**src/hw/fcs_defs.svh**
```systemverilog
`ifndef FCS_DEFS_SVH
`define FCS_DEFS_SVH
// Register indexes on the plain bus (address is an index, not a byte address)
`define FCS_A_DIV 5'h00
`define FCS_A_CFG 5'h01
`define FCS_A_IX 5'h02
`define FCS_A_STAT 5'h03
`define FCS_A_PSTAT 5'h04
`define FCS_A_OPT 5'h05
`define FCS_A_RSV 5'h06
`define FCS_A_VER 5'h07
`define FCS_A_OBJ 5'h10
`define FCS_A_OBJ_END 5'h1b
// Field positions
`define FCS_STAT_DONE 7
`define FCS_STAT_ACC_ERR 5
`define FCS_STAT_PVIOL 4
`define FCS_CFG_FORCE_FAULT 0
`define FCS_CFG_WS 1
`define FCS_PSTAT_WSACK 0
`define FCS_PSTAT_DBL_FAULT 1
`define FCS_DIV_LCK 7
`define FCS_DIV_LD 7
// Nonvolatile addresses
`define FCS_NV_OPT_ADDR 24'hfffe0e
`define FCS_VER_ADDR 24'h1fc0b6
// Reset values and counts
`define FCS_OPT_FAULT 8'hff
`define FCS_WS_SETTLE 3'h3
`define FCS_EXEC_CYCLES 8'h10
`endif

```
**src/hw/fcs_pkg.sv**
```systemverilog
package fcs_pkg;
  typedef enum logic [1:0] {FCS_LOAD, FCS_IDLE, FCS_EXEC} fcs_state_t;
endpackage
```
**src/hw/fcs_flash_ctrl.sv**
```systemverilog
`timescale 1ns/10ps
`include "fcs_defs.svh"
module fcs_flash_ctrl #(
  parameter int OBJ_WORDS = 6,
  parameter logic [15:0] VERSION_WORD = 16'h0005 // Arbitrary version value
) (
  input wire logic mclk,
  input wire logic reset,
  input wire logic special_mode,
  input wire logic [4:0] reg_addr,
  input wire logic [7:0] reg_wdata,
  input wire logic reg_wr,
  input wire logic reg_rd,
  output logic [7:0] reg_rdata,
  output logic [23:0] nv_addr,
  output logic nv_rd,
  input wire logic [7:0] nv_data,
  input wire logic nv_dbl_fault,
  input wire logic arr_rd_req,
  input wire logic arr_dbl_fault,
  output logic arr_stall,
  output logic arr_data_invalid,
  output logic cmd_start,
  output logic [7:0] cmd_code,
  output logic cmd_is_prog,
  input wire logic cmd_done
);
  // Sequencer and register state
  fcs_pkg::fcs_state_t state_reg;
  logic [7:0] opt_reg;
  logic [7:0] cmd_obj_reg [2*OBJ_WORDS];
  logic [2:0] ix_reg;
  logic [6:0] div_reg;
  logic div_lock_reg;
  logic div_ld_reg;
  logic force_fault_reg;
  logic ws_reg;
  logic ws_eff_reg;
  logic [2:0] ws_cnt_reg;
  logic access_err_reg;
  logic pviol_reg;
  logic dbl_fault_flag_reg;
  logic [7:0] exec_cnt_reg;
  // Decode and handshake helpers
  logic [7:0] rdata_next;
  logic wr_stat;
  logic launch;
  logic [4:0] obj_idx;
  logic prog_like;
  logic stall_reg;
  logic nv_fault_s1_reg;
  logic nv_fault_reg;
  logic launch_ok;
  logic exec_over;
  logic div_wr_ok;

  // Register map, one byte per index
  //   0x00 divider: [7] lock, [6:0] divider value
  //   0x01 config: [1] wait-state enable, [0] force double fault
  //   0x02 index: [2:0] command object words loaded
  //   0x03 status: [7] command complete, [5] access error, [4] protection violation
  //   0x04 protection status: [7] divider loaded, [1] double fault, [0] wait acknowledge
  //   0x05 option byte, read only
  //   0x06 factory reserved, reads zero
  //   0x07 version, low nibble only
  //   0x10-0x1b command object array, even index is the high byte
  // Write behaviour
  //   Status bit 7 written one launches; bits 5 and 4 written one clear
  //   Protection status bit 1 written one clears the double fault flag
  //   Option, reserved and version indexes drop every write
  //   Array, index and divider writes are dropped while a command runs
  //   Divider writes are dropped once locked, unless in special mode
  //   Force-fault bit only sticks in special mode
  // Read behaviour
  //   Data stands in the cycle after the read strobe and is zero otherwise
  //   Unmapped indexes read zero, so software probing sees no garbage
  // Sequencing
  //   Load: one cycle after reset release, option byte captured
  //   Idle: command complete reads one, array open to software
  //   Exec: array locked, completion on back-end done or timeout
  //   The timeout keeps a dead back end from hanging software forever
  // Timing
  //   Writes take effect at the edge that samples the strobe
  //   Launch write at edge n gives the start pulse after edge n
  //   Start pulse lasts exactly one cycle
  //   Wait acknowledge drops for a few cycles after a wait-state change
  //   Array read stall lasts one cycle per read while wait-states apply
  //   Invalid tag is combinational, valid only in the unstalled read cycle
  // Limitations
  //   Protection violation is only ever cleared here; its set source is outside
  //   Index register is stored for software only; sequencing does not read it
  //   Wait-state change waits a fixed settle count rather than for reads to drain
  //   Version word upper bits are reserved and read as zero

  // Program and erase codes all need the divider; verify and read do not
  function automatic logic is_prog_erase(input logic [7:0] code);
    case (code)
      8'h06: is_prog_erase = 1'b1; // Program array
      8'h07: is_prog_erase = 1'b1; // Program once field
      8'h08: is_prog_erase = 1'b1; // Erase all blocks
      8'h09: is_prog_erase = 1'b1; // Erase one block
      8'h0a: is_prog_erase = 1'b1; // Erase one sector
      8'h0b: is_prog_erase = 1'b1; // Unsecure, erases everything
      8'h11: is_prog_erase = 1'b1; // Program data area
      8'h12: is_prog_erase = 1'b1; // Erase data area sector
      default: is_prog_erase = 1'b0;
    endcase
  endfunction

  // Address falls inside the command object window; shared by write and read paths
  function automatic logic in_obj_range(input logic [4:0] addr);
    in_obj_range = addr >= `FCS_A_OBJ && addr <= `FCS_A_OBJ_END;
  endfunction

  assign obj_idx = reg_addr - `FCS_A_OBJ;
  assign wr_stat = reg_wr && reg_addr == `FCS_A_STAT;
  assign launch = wr_stat && reg_wdata[`FCS_STAT_DONE] && state_reg == fcs_pkg::FCS_IDLE;
  assign prog_like = is_prog_erase(cmd_obj_reg[0]);
  assign cmd_code = cmd_obj_reg[0];
  assign nv_addr = `FCS_NV_OPT_ADDR;
  assign nv_rd = state_reg == fcs_pkg::FCS_LOAD;

  // A program or erase launched without a loaded divider is refused
  assign launch_ok = launch && !(prog_like && !div_ld_reg);

  // Sequencer: option load after reset, then idle and execute
  always_ff @(posedge mclk) begin
    if (reset) begin
      state_reg <= fcs_pkg::FCS_LOAD;
    end else begin
      case (state_reg)
        fcs_pkg::FCS_LOAD: begin
          state_reg <= fcs_pkg::FCS_IDLE;
        end
        fcs_pkg::FCS_IDLE: begin
          if (launch_ok) begin
            state_reg <= fcs_pkg::FCS_EXEC;
          end
        end
        fcs_pkg::FCS_EXEC: begin
          // Back end may finish early; otherwise a fixed timeout completes
          if (exec_over) begin
            state_reg <= fcs_pkg::FCS_IDLE;
          end
        end
        default: begin
          state_reg <= fcs_pkg::FCS_IDLE;
        end
      endcase
    end
  end

  // Completion comes from the back end or from the timeout
  assign exec_over = cmd_done || exec_cnt_reg == 8'h00;

  // Start pulse is registered so the back end sees one clean cycle
  always_ff @(posedge mclk) begin
    if (reset) begin
      cmd_start <= 1'b0;
    end else begin
      cmd_start <= launch_ok;
    end
  end

  // Program flag follows the accepted command and holds through execution
  always_ff @(posedge mclk) begin
    if (reset) begin
      cmd_is_prog <= 1'b0;
    end else if (launch_ok) begin
      cmd_is_prog <= prog_like;
    end
  end

  // Timeout counter: loaded at launch, counts down while executing
  always_ff @(posedge mclk) begin
    if (reset) begin
      exec_cnt_reg <= 8'h00;
    end else if (launch_ok) begin
      exec_cnt_reg <= `FCS_EXEC_CYCLES;
    end else if (state_reg == fcs_pkg::FCS_EXEC && !exec_over) begin
      exec_cnt_reg <= exec_cnt_reg - 8'h01;
    end
  end

  // Fault pin is async: two flops, running through reset so the level reaches the load cycle
  always_ff @(posedge mclk) begin
    nv_fault_s1_reg <= nv_dbl_fault;
    nv_fault_reg <= nv_fault_s1_reg;
  end

  // Loaded once per reset; no write path exists
  always_ff @(posedge mclk) begin
    if (reset) begin
      opt_reg <= `FCS_OPT_FAULT;
    end else if (state_reg == fcs_pkg::FCS_LOAD) begin
      opt_reg <= nv_fault_reg ? `FCS_OPT_FAULT : nv_data;
    end
  end

  // Command object array, byte addressed, high byte at even index
  always_ff @(posedge mclk) begin
    if (reset) begin
      for (int i = 0; i < 2*OBJ_WORDS; i++) begin
        cmd_obj_reg[i] <= 8'h00;
      end
    end else if (reg_wr && state_reg == fcs_pkg::FCS_IDLE && in_obj_range(reg_addr)) begin
      cmd_obj_reg[obj_idx[3:0]] <= reg_wdata;
    end
  end

  // Index register steered by software
  always_ff @(posedge mclk) begin
    if (reset) begin
      ix_reg <= 3'h0;
    end else if (reg_wr && reg_addr == `FCS_A_IX && state_reg == fcs_pkg::FCS_IDLE) begin
      ix_reg <= reg_wdata[2:0];
    end
  end

  // Divider write accepted when idle and unlocked; special mode ignores the lock
  assign div_wr_ok = reg_wr && reg_addr == `FCS_A_DIV && state_reg == fcs_pkg::FCS_IDLE
                     && (!div_lock_reg || special_mode);

  // Divider value and lock; a set lock holds until reset, except that a special-mode write can clear it
  always_ff @(posedge mclk) begin
    if (reset) begin
      div_reg <= 7'h00;
      div_lock_reg <= 1'b0;
    end else if (div_wr_ok) begin
      div_reg <= reg_wdata[6:0];
      div_lock_reg <= reg_wdata[`FCS_DIV_LCK];
    end
  end

  // Loaded flag: set by any accepted divider write, cleared only by reset
  always_ff @(posedge mclk) begin
    if (reset) begin
      div_ld_reg <= 1'b0;
    end else if (div_wr_ok) begin
      div_ld_reg <= 1'b1;
    end
  end

  // Wait-state enable; maximum wait-states out of reset
  always_ff @(posedge mclk) begin
    if (reset) begin
      ws_reg <= 1'b1;
    end else if (reg_wr && reg_addr == `FCS_A_CFG) begin
      ws_reg <= reg_wdata[`FCS_CFG_WS];
    end
  end

  // Force-fault bit only sticks in special mode
  always_ff @(posedge mclk) begin
    if (reset) begin
      force_fault_reg <= 1'b0;
    end else if (reg_wr && reg_addr == `FCS_A_CFG) begin
      force_fault_reg <= reg_wdata[`FCS_CFG_FORCE_FAULT] & special_mode;
    end
  end

  // Settle counter runs while requested and effective settings differ
  always_ff @(posedge mclk) begin
    if (reset) begin
      ws_cnt_reg <= 3'h0;
    end else if (ws_reg != ws_eff_reg && ws_cnt_reg != `FCS_WS_SETTLE) begin
      ws_cnt_reg <= ws_cnt_reg + 3'h1;
    end else begin
      ws_cnt_reg <= 3'h0;
    end
  end

  // New wait setting applies only after the fixed settle count
  always_ff @(posedge mclk) begin
    if (reset) begin
      ws_eff_reg <= 1'b1;
    end else if (ws_reg != ws_eff_reg && ws_cnt_reg == `FCS_WS_SETTLE) begin
      ws_eff_reg <= ws_reg;
    end
  end

  // One wait cycle per array read when wait-states are effective
  always_ff @(posedge mclk) begin
    if (reset) begin
      stall_reg <= 1'b0;
    end else begin
      stall_reg <= arr_rd_req && ws_eff_reg && !stall_reg;
    end
  end
  assign arr_stall = arr_rd_req && ws_eff_reg && !stall_reg;
  assign arr_data_invalid = arr_rd_req && !arr_stall && arr_dbl_fault;

  // Access error: a refused program launch sets it; set wins over a clear in one cycle
  always_ff @(posedge mclk) begin
    if (reset) begin
      access_err_reg <= 1'b0;
    end else if (launch && prog_like && !div_ld_reg) begin
      access_err_reg <= 1'b1;
    end else if (wr_stat && reg_wdata[`FCS_STAT_ACC_ERR]) begin
      access_err_reg <= 1'b0;
    end
  end

  // Protection violation: set source lies outside this block, software clear only
  always_ff @(posedge mclk) begin
    if (reset) begin
      pviol_reg <= 1'b0;
    end else if (wr_stat && reg_wdata[`FCS_STAT_PVIOL]) begin
      pviol_reg <= 1'b0;
    end
  end

  // Double fault flag: array fault or forced fault sets it, set wins over clear
  always_ff @(posedge mclk) begin
    if (reset) begin
      dbl_fault_flag_reg <= 1'b0;
    end else if ((arr_rd_req && !arr_stall && arr_dbl_fault) || force_fault_reg) begin
      dbl_fault_flag_reg <= 1'b1;
    end else if (reg_wr && reg_addr == `FCS_A_PSTAT && reg_wdata[`FCS_PSTAT_DBL_FAULT]) begin
      dbl_fault_flag_reg <= 1'b0;
    end
  end

  // Read mux; unmapped and reserved addresses return zero
  always_comb begin
    rdata_next = 8'h00;
    if (in_obj_range(reg_addr)) begin
      rdata_next = cmd_obj_reg[obj_idx[3:0]];
    end else begin
      case (reg_addr)
        `FCS_A_DIV: rdata_next = {div_lock_reg, div_reg};
        `FCS_A_CFG: rdata_next = {6'h00, ws_reg, force_fault_reg};
        `FCS_A_IX: rdata_next = {5'h00, ix_reg};
        `FCS_A_STAT: rdata_next = {state_reg == fcs_pkg::FCS_IDLE, 1'b0, access_err_reg, pviol_reg, 4'h0};
        `FCS_A_PSTAT: rdata_next = {div_ld_reg, 5'h00, dbl_fault_flag_reg, ws_reg == ws_eff_reg};
        `FCS_A_OPT: rdata_next = opt_reg;
        `FCS_A_RSV: rdata_next = 8'h00;
        `FCS_A_VER: rdata_next = {4'h0, VERSION_WORD[3:0]};
        default: rdata_next = 8'h00;
      endcase
    end
  end

  // Read data stands in the cycle after the strobe only
  always_ff @(posedge mclk) begin
    if (reset) begin
      reg_rdata <= 8'h00;
    end else begin
      reg_rdata <= reg_rd ? rdata_next : 8'h00;
    end
  end
endmodule

```
**config.mk**
```make
export PLATFORM = sky130hd
export DESIGN_NAME = fcs_flash_ctrl
export DESIGN_NICKNAME = d
export VERILOG_FILES = /design/src/hw/fcs_pkg.sv /design/src/hw/fcs_flash_ctrl.sv
export VERILOG_INCLUDE_DIRS = /design/src /design/src/hw
export SDC_FILE = /design/constraint.sdc
export NUM_CORES = 1
export LEC_CHECK = 0
export BUFFER_PORTS_ARGS = -buffer_cell sky130_fd_sc_hd__buf_2
export CAP_MARGIN = 20
export CORE_ASPECT_RATIO = 1.5
export CORE_MARGIN = 3
export CORE_UTILIZATION = 50
export DETAILED_ROUTE_END_ITERATION = 6
export GPL_TIMING_DRIVEN = 0
export PLACE_DENSITY_LB_ADDON = 0.08
export SYNTH_ARGS = -nofsm -noshare
export SYNTH_HDL_FRONTEND = slang
export SYNTH_SLANG_ARGS = --single-unit
```
**constraint.sdc**
```tcl
create_clock -name mclk -period 2.95 [get_ports mclk]
set_clock_uncertainty 0.1 [all_clocks]
set_input_delay 0.295 -clock mclk [delete_from_list [all_inputs] [get_ports mclk]]
set_output_delay 0.295 -clock mclk [all_outputs]
set_load 0.02 [all_outputs]
```
==> results of run 1 <==
cells in the mapped netlist (6+ instances only):
cell type	n
and2_1	100
edfxtp_1	96
buf_4	27
inv_1	12
dfxtp_1	51
a21oi_1	14
buf_2	6
nand3_1	10
clkbuf_1	14
mux4_2	14
a31oi_1	6
o21ai_0	26
a22oi_1	8
nor3_1	11
nor2_1	54
nand2_1	26
mux2i_1	28
mux2_2	8
cells by family after synthesis:
logic type               count (synthesis)
XOR/XNOR                                 8
buffers and inverters                   64
multiplexers                            50
adder cells (fa/ha/maj)                  4
AO/OA/AOI/OAI                           76
flip-flops                             147
AND/OR/NAND/NOR                        238
other                                    2
final cells by class:
class	count	area, sq um
sequential	147	3900
clock inverter	8	85.1
inverter	13	48.8
timing repair buffer	60	310
fill	1176	5410
multi-input combinational	400	2720
tap	162	203
clock buffer	24	528
buffer	51	327
per-layer routing:
| metal | routed length [microns] | vias to the layer above | global-route usage (%) |
|---|---|---|---|
| met3 | 898 | 51 | 4.48 |
| met1 | 7040 | 2363 | 30.1 |
| met5 | 0 | - | 0 |
| met4 | 705 | 0 | 10.6 |
| met2 | 9450 | 195 | 43.3 |
| li1 | - | 2266 | - |
worst min path at each step:
stage	startpoint	to	slack, ns	cells after the start
global placement	nv_fault_s1_reg$_DFF_P_	nv_fault_reg$_DFF_P_	0.22	0
finish	nv_data[2]	opt_reg[2]$_SDFFE_PP1P_	0.05	3
detailed placement	nv_fault_s1_reg$_DFF_P_	nv_fault_reg$_DFF_P_	0.22	0
global route	nv_data[2]	opt_reg[2]$_SDFFE_PP1P_	0.07	3
CTS	nv_data[2]	opt_reg[2]$_SDFFE_PP1P_	0.04	3
floorplan	nv_fault_s1_reg$_DFF_P_	nv_fault_reg$_DFF_P_	0.21	0
through the flow:
step                      area [sq um]  setup slack, ns  total power [uW]  utilization [%]
final                             8130            0.432              4840             60.0
after detailed placement          7500            0.493              2670             55.4
after floorplan                   7000            0.914              2530                -
after CTS                         8130            0.485              4850             60.0
after global routing              8130            0.372              4980             60.0
after global placement            7450            0.141              2660             55.1
where the power goes:
part	internal (uW)	switching [uW]	leakage, uW
Combinational	133	246	0.00159
Clock	1350	856	0.000307
Sequential	2230	19.1	0.00145
Total	3720	1120	0.00334
critical path: stages (launching register included):
cell      delay, ns
dfxtp_1        0.34
nand3b_1       0.25
nor2_1         0.27
nand3_1        0.32
o21ai_0        0.68
buf_4          0.27
==> metrics.yaml, run 1 <==
sta:
  finalCritPeriodShare_pct: 85.3
  holdWs_ns: 0.0472
  rsz0062_at_grt: "no"
  post-route-min-period_ns: 2.52
  hold_viol: 0
  tightest_slew_ns: 0.717
  maxSlewHeadroom_pct: 51.7
  setup_viol: 0
  setup_tns_ns: 0
  slew_viol_final: 0
  timing.fmax_mhz: 397
cts:
  clock_sinks: 147
  cts_resized: 0
  clockRootBuffer: "clkbuf_16"
  clk_pin_slew_ns: 0.06
  postCtsSetupRepairBufs: 0
  cts_tree: "built"
  clock_latency_ns: 0.42
  cts_made_buffers: 17
  ctsHoldBuffers: 1
  htreeDepth: 4
  ctsLongestPathBuffers: 2
synth:
  synthMuxAreaShare_pct: 9.91
  synth_cell_types: 60
  synthTopCellsByArea: "edfxtp_1, dfxtp_1, and2_1"
  synth_xor_xnor_area_share_pct: 1.01
  synth-main-ff-cell: "edfxtp_1"
  ys_warn_count: 0
  synth_top_family_by_area: "simple AND/OR/NAND/NOR gates"
  synthSimpleGateAreaFrac_pct: 19.3
  synth_seq_cells: 147
  synth.top_cell.area_share_pct: 41.7
  synth.avg_cell_area_sq_um: 11.7
  synth_compound_area_share_pct: 7.05
  netlist_instances: 589
  synth_fa_ha_area_share_pct: 0.723
  synth-edff-count: 96
  yosys.area.top_type: "edfxtp_1"
  yosysSeqAreaShare_pct: 56.4
  syn_area_sq_um: 6920
  async_reset_ff_share_pct: 0
critical_path:
  r2r_start: "state_reg[1]$_SDFFE_PP0P_"
  arrival_ns: 2.55
  cp.required_ns: 2.99
  cp-end-kind: "flip-flop"
  endpoint: "cmd_obj_reg[6][3]$_SDFFCE_PN0P_"
  reg2reg_setup_slack_ns: 0.43
  critPathLaunchType: "flip-flop"
  startpoint: "state_reg[1]$_SDFFE_PP0P_"
  r2r_cells: 5
  reg2reg_to: "cmd_obj_reg[6][3]$_SDFFCE_PN0P_"
  crit_type: "flip-flop to flip-flop"
  path_max_fanout: 7
die:
  start_util_pct: 51.1
  die_w_microns: 102
  dieHeight_microns: 150
  ios: 75
  rows: 52
  dieArea_sq_um: 15300
  core-area_sq_um: 13500
global_routing:
  grt_use_total_pct: 25.0
  antenna_found_initial: 0
  grt_max_degree: 17
  grt_pass1_vias: 5016
  grt_pass1_wl_mm: 27.8
  overflow: 0
final_layout:
  final-instance-count-excl-fill: 865
  drive_above_1_share_pct: 23.5
  area_growth_pct: 17.5
  final_common_cell: "and2_1"
  largest_reg_flops: 96
  n_antenna_cell: 0
  final_nets: 724
  final_cell_mix: "and2_1, edfxtp_1, buf_2"
power_and_ir_drop:
  peakVddDrop_uv: 327
  p_leak_uw: 0.00334
  p_per_area_nw_per_um2: 595
drt:
  via_per_inst: 5.64
  drt-total-wl_mm: 18.1
  drc: 0
  firstDrtPassIters: 5
  antenna_left: 0
  via_count: 4875
  drtIter0Drc: 436
  wl_per_cell_microns: 20.9
run:
  maxCapViolations: 0
place:
  hpwl_mm: 13.4
  dp.cells: 832
  gp_congestion: 0.933
  portBuffers: 50
worst_hold_path:
  hold_class: "input pin to flip-flop"
run_status:
  status: "complete, no violations"
No activity file was read; power rests on OpenSTA's default activity.
==> run 2, diff against run 1 <==
- ABC_AREA: unset -> 1
==> run 2 against run 1 <==
Compared with the run above:
- synthesized cell count increased by 39%
- die area shrank 0.12%
- first-iteration DRC count down 3.9%
- global-route usage fell by 0.55 points
- total power down 0.51%
- clock power about the same
- cell area fell by 0.89%
- worst setup slack better by 0.24 ns
- critical path depth rose by 1
- sequential share of layout area increased by 0.43 points
- largest cell class unchanged
- largest power group unchanged
- highest routed layer unchanged
==> metrics.yaml, run 2 <==
drt:
  via_count: 5612  # +15%
  drtIter0Drc: 419  # -3.9%
  firstDrtPassIters: 7  # +2
  antenna_left: 0  # unchanged
  drt-total-wl_mm: 17.9  # -0.87%
  wl_per_cell_microns: 16.5  # -21%
  drc: 0  # unchanged
  via_per_inst: 5.18  # -8.1%
synth:
  yosys.area.top_type: "edfxtp_1"
  synth.avg_cell_area_sq_um: 8.44  # -28%
  synth_most_common_cell: "nand2_1"
  synth.top_cell.area_share_pct: 41.7  # +0.053 points
  synth_seq_cells: 147  # unchanged
  synthTopCellsByArea: "edfxtp_1, nand2_1, dfxtp_1"
  async_reset_ff_share_pct: 0  # unchanged
  yosysSeqAreaShare_pct: 56.5  # +0.072 points
  synth_cell_types: 37  # -38%
  synth-main-ff-cell: "edfxtp_1"
  yosys-top-cells-count: "nand2_1, nor2_1, edfxtp_1"
  netlist_instances: 819  # +39%
  synth-edff-count: 96  # unchanged
  syn_area_sq_um: 6910  # -0.13%
  ys_warn_count: 0  # unchanged
critical_path:
  cp.required_ns: 2.93  # -0.06 ns
  r2r_start: "state_reg[0]$_SDFFE_PP0P_"
  reg2reg_to: "cmd_obj_reg[4][0]$_SDFFCE_PN0P_"
  arrival_ns: 2.26  # -0.29 ns
  critPathLaunchType: "flip-flop"
  path_max_fanout: 9  # +2
  cp-end-kind: "flip-flop"
  r2r_cells: 6  # +1
  reg2reg_setup_slack_ns: 0.68  # +0.24 ns
  endpoint: "cmd_obj_reg[4][0]$_SDFFCE_PN0P_"
  startpoint: "state_reg[0]$_SDFFE_PP0P_"
  crit_type: "flip-flop to flip-flop"
global_routing:
  grt_max_degree: 17  # unchanged
  grt_use_total_pct: 24.4  # -0.55 points
  overflow: 0  # unchanged
  antenna_found_initial: 0  # unchanged
  grt_pass1_wl_mm: 27.9  # +0.17%
  grt_pass1_vias: 5456  # +8.8%
place:
  detailedPlace.worstSlack_ns: 0.430  # -0.0628 ns
  gp_congestion: 0.959  # +2.7%
  placed_area_sq_um: 7430  # -0.98%
  portBuffers: 47  # -6.0%
  hpwl_mm: 13.4  # -0.35%
die:
  dieArea_sq_um: 15300  # -0.12%
  rows: 52  # unchanged
  core-area_sq_um: 13500  # unchanged
  start_util_pct: 51.1  # -0.065 points
  dieHeight_microns: 150  # about the same
  ios: 75  # unchanged
  die_w_microns: 102  # about the same
power_and_ir_drop:
  switching_share_pct: 23.6  # +0.45 points
  p_leak_uw: 0.00377  # +13%
  power_frac_comb_pct: 7.5  # -0.3 points
  p_clk_share_pct: 45.6  # about the same
  switchingPower_uw: 1140  # +1.4%
  peakVddDrop_uv: 334  # +2.0%
  p_per_area_nw_per_um2: 598  # +0.39%
  internal_power_uw: 3680  # -1.1%
  p_seq_share_pct: 46.9  # +0.3 points
run:
  maxCapViolations: 0  # unchanged
sta:
  setup_viol: 0  # unchanged
  tightest_slew_ns: 0.818  # +0.101 ns
  rsz0062_at_grt: "no"
  hold_viol: 0  # unchanged
  post-route-min-period_ns: 2.27  # -0.243 ns
  setup_tns_ns: 0  # unchanged
  timing.fmax_mhz: 440  # +11%
  holdWs_ns: 0.0210  # -0.0262 ns
  maxSlewHeadroom_pct: 45.4  # -6.2 points
  finalCritPeriodShare_pct: 77.1  # -8.2 points
  setup_ws_ns: 0.675  # +0.243 ns
  slew_viol_final: 0  # unchanged
final_layout:
  final_cell_mix: "nand2_1, nor2_1, edfxtp_1"
  area_growth_pct: 16.6
  final_nets: 942  # +30%
  drive_above_1_share_pct: 13.6  # -9.9 points
  largest_reg_flops: 96  # unchanged
  fillers: 1215  # +3.3%
  final_common_cell: "nand2_1"
  final_area_sq_um: 8050  # -0.89%
cts:
  clk_pin_slew_ns: 0.06  # about the same
  clock_sinks: 147  # unchanged
  clockRootBuffer: "clkbuf_16"
  postCtsSetupRepairBufs: 0  # unchanged
  ctsHoldBuffers: 1  # unchanged
  clock_latency_ns: 0.42  # about the same
  cts_tree: "built"
  ctsLongestPathBuffers: 2  # unchanged
  htreeDepth: 4  # unchanged
  cts_made_buffers: 17  # unchanged
  cts_resized: 0  # unchanged
worst_hold_path:
  hold_class: "input pin to flip-flop"
run_status:
  status: "complete, no violations"
## run 2: cell count changes in the layout (fill, tap and decap cells not counted), sizes merged, moves of 14 or more
cell and change:
mux4 -14, nand2 +256, nand3 +31, and2 -100, nor2 +84, buf -14, mux2i -27, inv +46
## run 2: power groups by stage
stage	Sequential, uW	Clock, uW	Combinational [uW]
final	2260	2200	361
after global routing	2260	2310	393
after CTS	2260	2220	357
after detailed placement	2300	0	354
after global placement	2300	0	352
after floorplan	2300	0	231
## run 2: worst max-delay path, stage by stage (launching register included)
cell	delay, ns
dfxtp_1	0.35
nand2_1	0.13
nor2_1	0.22
nand3_4	0.13
nor2_1	0.33
nand2_1	0.30
nand2_1	0.37
## run 2: through the flow
stage	std cells	util (%)	power, uW
final	1084	59.5	4810
after global routing	1083	59.5	4960
after CTS	1083	59.5	4830
after detailed placement	1050	54.9	2650
after global placement	1050	54.9	2650
after floorplan	841	-	2530
## run 2: cell type report
| type | instances | area, sq um | share of cell area, % |
|---|---|---|---|
| inverters | 59 | 221 | 2.75 |
| repair buffers | 48 | 245 | 3.04 |
| clock inverters | 9 | 88.8 | 1.10 |
| diodes | 1 | 2.50 | 0.0311 |
| plain buffers | 55 | 314 | 3.90 |
| multi-input cells | 580 | 2550 | 31.7 |
| well taps | 162 | 203 | 2.52 |
| clock buffers | 23 | 523 | 6.49 |
| flip-flops and latches | 147 | 3900 | 48.5 |
## run 2: worst min-delay path by stage
stage                              end                     from  cells after the start  slack (ns)
5_1_grt        opt_reg[0]$_SDFFE_PP1P_               nv_data[0]                      3        0.03
3_5_place_dp      nv_fault_reg$_DFF_P_  nv_fault_s1_reg$_DFF_P_                      0        0.22
3_3_place_gp      nv_fault_reg$_DFF_P_  nv_fault_s1_reg$_DFF_P_                      0        0.22
2_1_floorplan     nv_fault_reg$_DFF_P_  nv_fault_s1_reg$_DFF_P_                      0        0.21
4_1_cts        opt_reg[1]$_SDFFE_PP1P_               nv_data[1]                      3        0.02
6_report       opt_reg[1]$_SDFFE_PP1P_               nv_data[1]                      3        0.02
## run 2: kinds of logic after synthesis
logic type	Yosys count	share of synthesized area, %
compound gates	67	5.54
xor+xnor	7	0.887
fa+ha+maj	4	0.724
buf+inv	114	7.75
flops	147	56.5
mux	1	0.145
other cells	2	0.109
simple gates	477	28.3
## run 2: per-layer routing
| layer | GRT usage [%] | routed length, microns |
|---|---|---|
| met1 | 27.6 | 6730 |
| met2 | 43.4 | 9490 |
| met3 | 4.38 | 1000 |
| met4 | 12.1 | 713 |
| met5 | 0 | 0 |
==> run 3, diff against run 2 <==
- ABC_AREA: 1 -> 0
- clock period: 2.95 -> 2.1 ns (I/O delays scaled with it)
==> run 3 against run 2 <==
Compared with the run above:
- cell area grew 3.4%
- clock power grew 41%
- sequential power grew 40%
- via count shrank 12%
- clock-buffer cell count grew 1
- total power grew 42%
- worst setup slack lost 0.67 ns
- routed wire length grew 2.2%
- die area grew 0.12%
- worst hold slack lost 0.017 ns
==> metrics.yaml, run 3 (synthesis results as in run 1) <==
run_status:
  status: "complete, no violations"
sta:
  slew_viol_final: 0  # unchanged
  post-route-min-period_ns: 2.10  # -0.178 ns
  tightest_slew_ns: 0.758  # -0.0603 ns
  maxSlewHeadroom_pct: 49.5  # +4.0 points
  timing.fmax_mhz: 477  # +8.5%
  rsz0062_at_grt: "yes"
  setup_viol: 0  # unchanged
  hold_viol: 0  # unchanged
  finalCritPeriodShare_pct: 99.8  # +23 points
critical_path:
  r2r_cells: 5  # -1
  r2r_start: "state_reg[1]$_SDFFE_PP0P_"
  crit_type: "flip-flop to flip-flop"
  max_stage_delay_ns: 0.37  # about the same
  critPathLaunchType: "flip-flop"
  crit_buf_inv: 1  # +1
  reg2reg_setup_slack_ns: 0.004  # -0.67 ns
  path_max_fanout: 7  # -2
  endpoint: "cmd_obj_reg[6][5]$_SDFFCE_PN0P_"
  startpoint: "state_reg[1]$_SDFFE_PP0P_"
  path_cells: "nand3b_1 > nor2_4 > nand3_2 > o21ai_2 > buf_4"
  slowest_stage: "o21ai_2"
  cp-end-kind: "flip-flop"
  arrival_ns: 2.13  # -0.13 ns
  cp.required_ns: 2.14  # -0.79 ns
  cp.depth: 5  # -1
  reg2reg_to: "cmd_obj_reg[6][5]$_SDFFCE_PN0P_"
  crit_family: "simple AND/OR/NAND/NOR gates"
cts:
  cts_made_buffers: 17  # unchanged
  clockRootBuffer: "clkbuf_16"
  htreeDepth: 4  # unchanged
  clock_latency_ns: 0.42  # about the same
  cts_tree: "built"
  clk_pin_slew_ns: 0.06  # about the same
  clock_sinks: 147  # unchanged
  ctsLongestPathBuffers: 2  # unchanged
final_layout:
  largest_reg_flops: 96  # unchanged
  drive_above_1_share_pct: 25.4  # +12 points
  fillers: 1140  # -6.2%
  area_growth_pct: 20.4
  n_antenna_cell: 0  # -1
  final_core_util_pct: 61.5  # +2.0 points
  seq_area_sq_um: 3900  # unchanged
  multiInputGateArea_sq_um: 2790  # +9.5%
  final_common_cell: "and2_1"
  final-instance-count-excl-fill: 878  # -19%
  final_nets: 737  # -22%
  final_area_sq_um: 8330  # +3.4%
  final_cell_mix: "and2_1, edfxtp_1, buf_2"
place:
  gp_congestion: 0.933  # -2.7%
  placed_area_sq_um: 7500  # +0.99%
  dp.cells: 832  # -21%
  portBuffers: 50  # +6.4%
  hpwl_mm: 13.4  # +0.35%
drt:
  drt-total-wl_mm: 18.3  # +2.2%
  via_per_inst: 5.65  # +9.1%
  antenna_left: 0  # unchanged
  drtIter0Drc: 349  # -17%
  firstDrtPassIters: 5  # -2
  wl_per_cell_microns: 20.9  # +26%
  via_count: 4960  # -12%
  drc: 0  # unchanged
power_and_ir_drop:
  internal_power_uw: 5240  # +43%
  peakVddDrop_uv: 455  # +36%
  switching_share_pct: 23.3  # -0.34 points
  p_leak_uw: 0.00342  # -9.1%
  p_seq_share_pct: 46.3  # -0.6 points
  p_per_area_nw_per_um2: 820  # +37%
  power_frac_comb_pct: 8.2  # +0.7 points
  switchingPower_uw: 1590  # +40%
  p_clk_share_pct: 45.4  # -0.2 points
die:
  rows: 52  # unchanged
  dieArea_sq_um: 15300  # +0.12%
  core-area_sq_um: 13500  # unchanged
  ios: 75  # unchanged
  start_util_pct: 51.1  # +0.065 points
  die_w_microns: 102  # about the same
  dieHeight_microns: 150  # about the same
run:
  maxCapViolations: 0  # unchanged
global_routing:
  overflow: 0  # unchanged
  grt_use_total_pct: 25.3  # +0.87 points
  grt_max_degree: 17  # unchanged
  grt_pass1_wl_mm: 28.3  # +1.4%
  antenna_found_initial: 0  # unchanged
  grt_pass1_vias: 5133  # -5.9%
worst_hold_path:
  hold_class: "input pin to flip-flop"
==> run 3: cell count changes in the layout (fill, tap and decap cells not counted), sizes merged, moves of 8 or more <==
cell | previous run | this run
mux2 | 0 | 8
mux4 | 0 | 14
nand2 | 282 | 26
mux2i | 1 | 28
dlygate4sd3 | 1 | 11
and2 | 0 | 100
nor3 | 6 | 15
a21oi | 24 | 15
buf | 82 | 99
nor2 | 139 | 55
nand3 | 42 | 11
inv | 61 | 15
==> run 3: cell type report <==
cell class	count	area share (%)
Clock buffer	24	6.34
Sequential cell	147	46.9
Clock inverter	8	1.02
Inverter	13	0.601
Buffer	50	3.88
Tap cell	162	2.43
Multi-Input combinational cell	400	33.5
Timing Repair Buffer	74	5.32
==> run 3: per-stage QoR <==
stage | setup TNS (ns) | power [uW] | hold slack (ns) | setup slack, ns
2_1_floorplan | 0 | 3550 | 0.138 | 0.0642
4_1_cts | -0.418 | 6840 | 0.0103 | -0.0268
6_report | 0 | 6830 | 0.00365 | 0.00353
3_3_place_gp | -40.96 | 3740 | 0.216 | -0.669
3_5_place_dp | -13.55 | 3750 | 0.217 | -0.338
5_1_grt | -0.823 | 7020 | 0.0412 | -0.0572
==> run 3: worst min path at each step <==
stage	slack, ns	cells past startpoint	endpoint	from
after detailed placement	0.22	0	nv_fault_reg$_DFF_P_	nv_fault_s1_reg$_DFF_P_
after floorplan	0.14	0	nv_fault_s1_reg$_DFF_P_	nv_dbl_fault
final	0.004	3	ix_reg[2]$_SDFFE_PP0P_	reg_wdata[2]
after CTS	0.01	3	ix_reg[2]$_SDFFE_PP0P_	reg_wdata[2]
after global placement	0.22	0	nv_fault_reg$_DFF_P_	nv_fault_s1_reg$_DFF_P_
after global routing	0.04	4	div_lock_reg$_SDFFE_PP0P_	special_mode
==> run 3: power by group through the flow <==
stage	clock network (uW)	logic, uW	registers (uW)
after global placement	0	510	3230
final	3100	563	3160
after CTS	3130	551	3170
after global routing	3250	602	3170
after detailed placement	0	525	3230
after floorplan	0	325	3230
==> run 3: routing by layer <==
| metal | GRT usage, % | part of all wire, % | wire [microns] |
|---|---|---|---|
| met1 | 30.4 | 39 | 7090 |
| met2 | 43.5 | 52 | 9550 |
| met3 | 4.20 | 4.9 | 906 |
| met4 | 12.2 | 4.3 | 780 |
| met5 | 0 | 0 | 0 |
==> run 3: tightest hold or removal path, delay by kind of cell <==
kind / cells / cell delay [ns]
muxes: 1 / 0.08
buffers and inverters: 1 / 0.13
and+or+nand+nor: 1 / 0.07
==> run 3: what timing repair did <==
action | 4_1_cts | 5_1_grt
hold buffers | 11 | 0
buffers inserted | 3 | 1
endpoints found under the hold margin | 11 | 0
setup endpoints to repair | 85 | 147
pin swaps | 2 | 1
resized for setup | 19 | 11
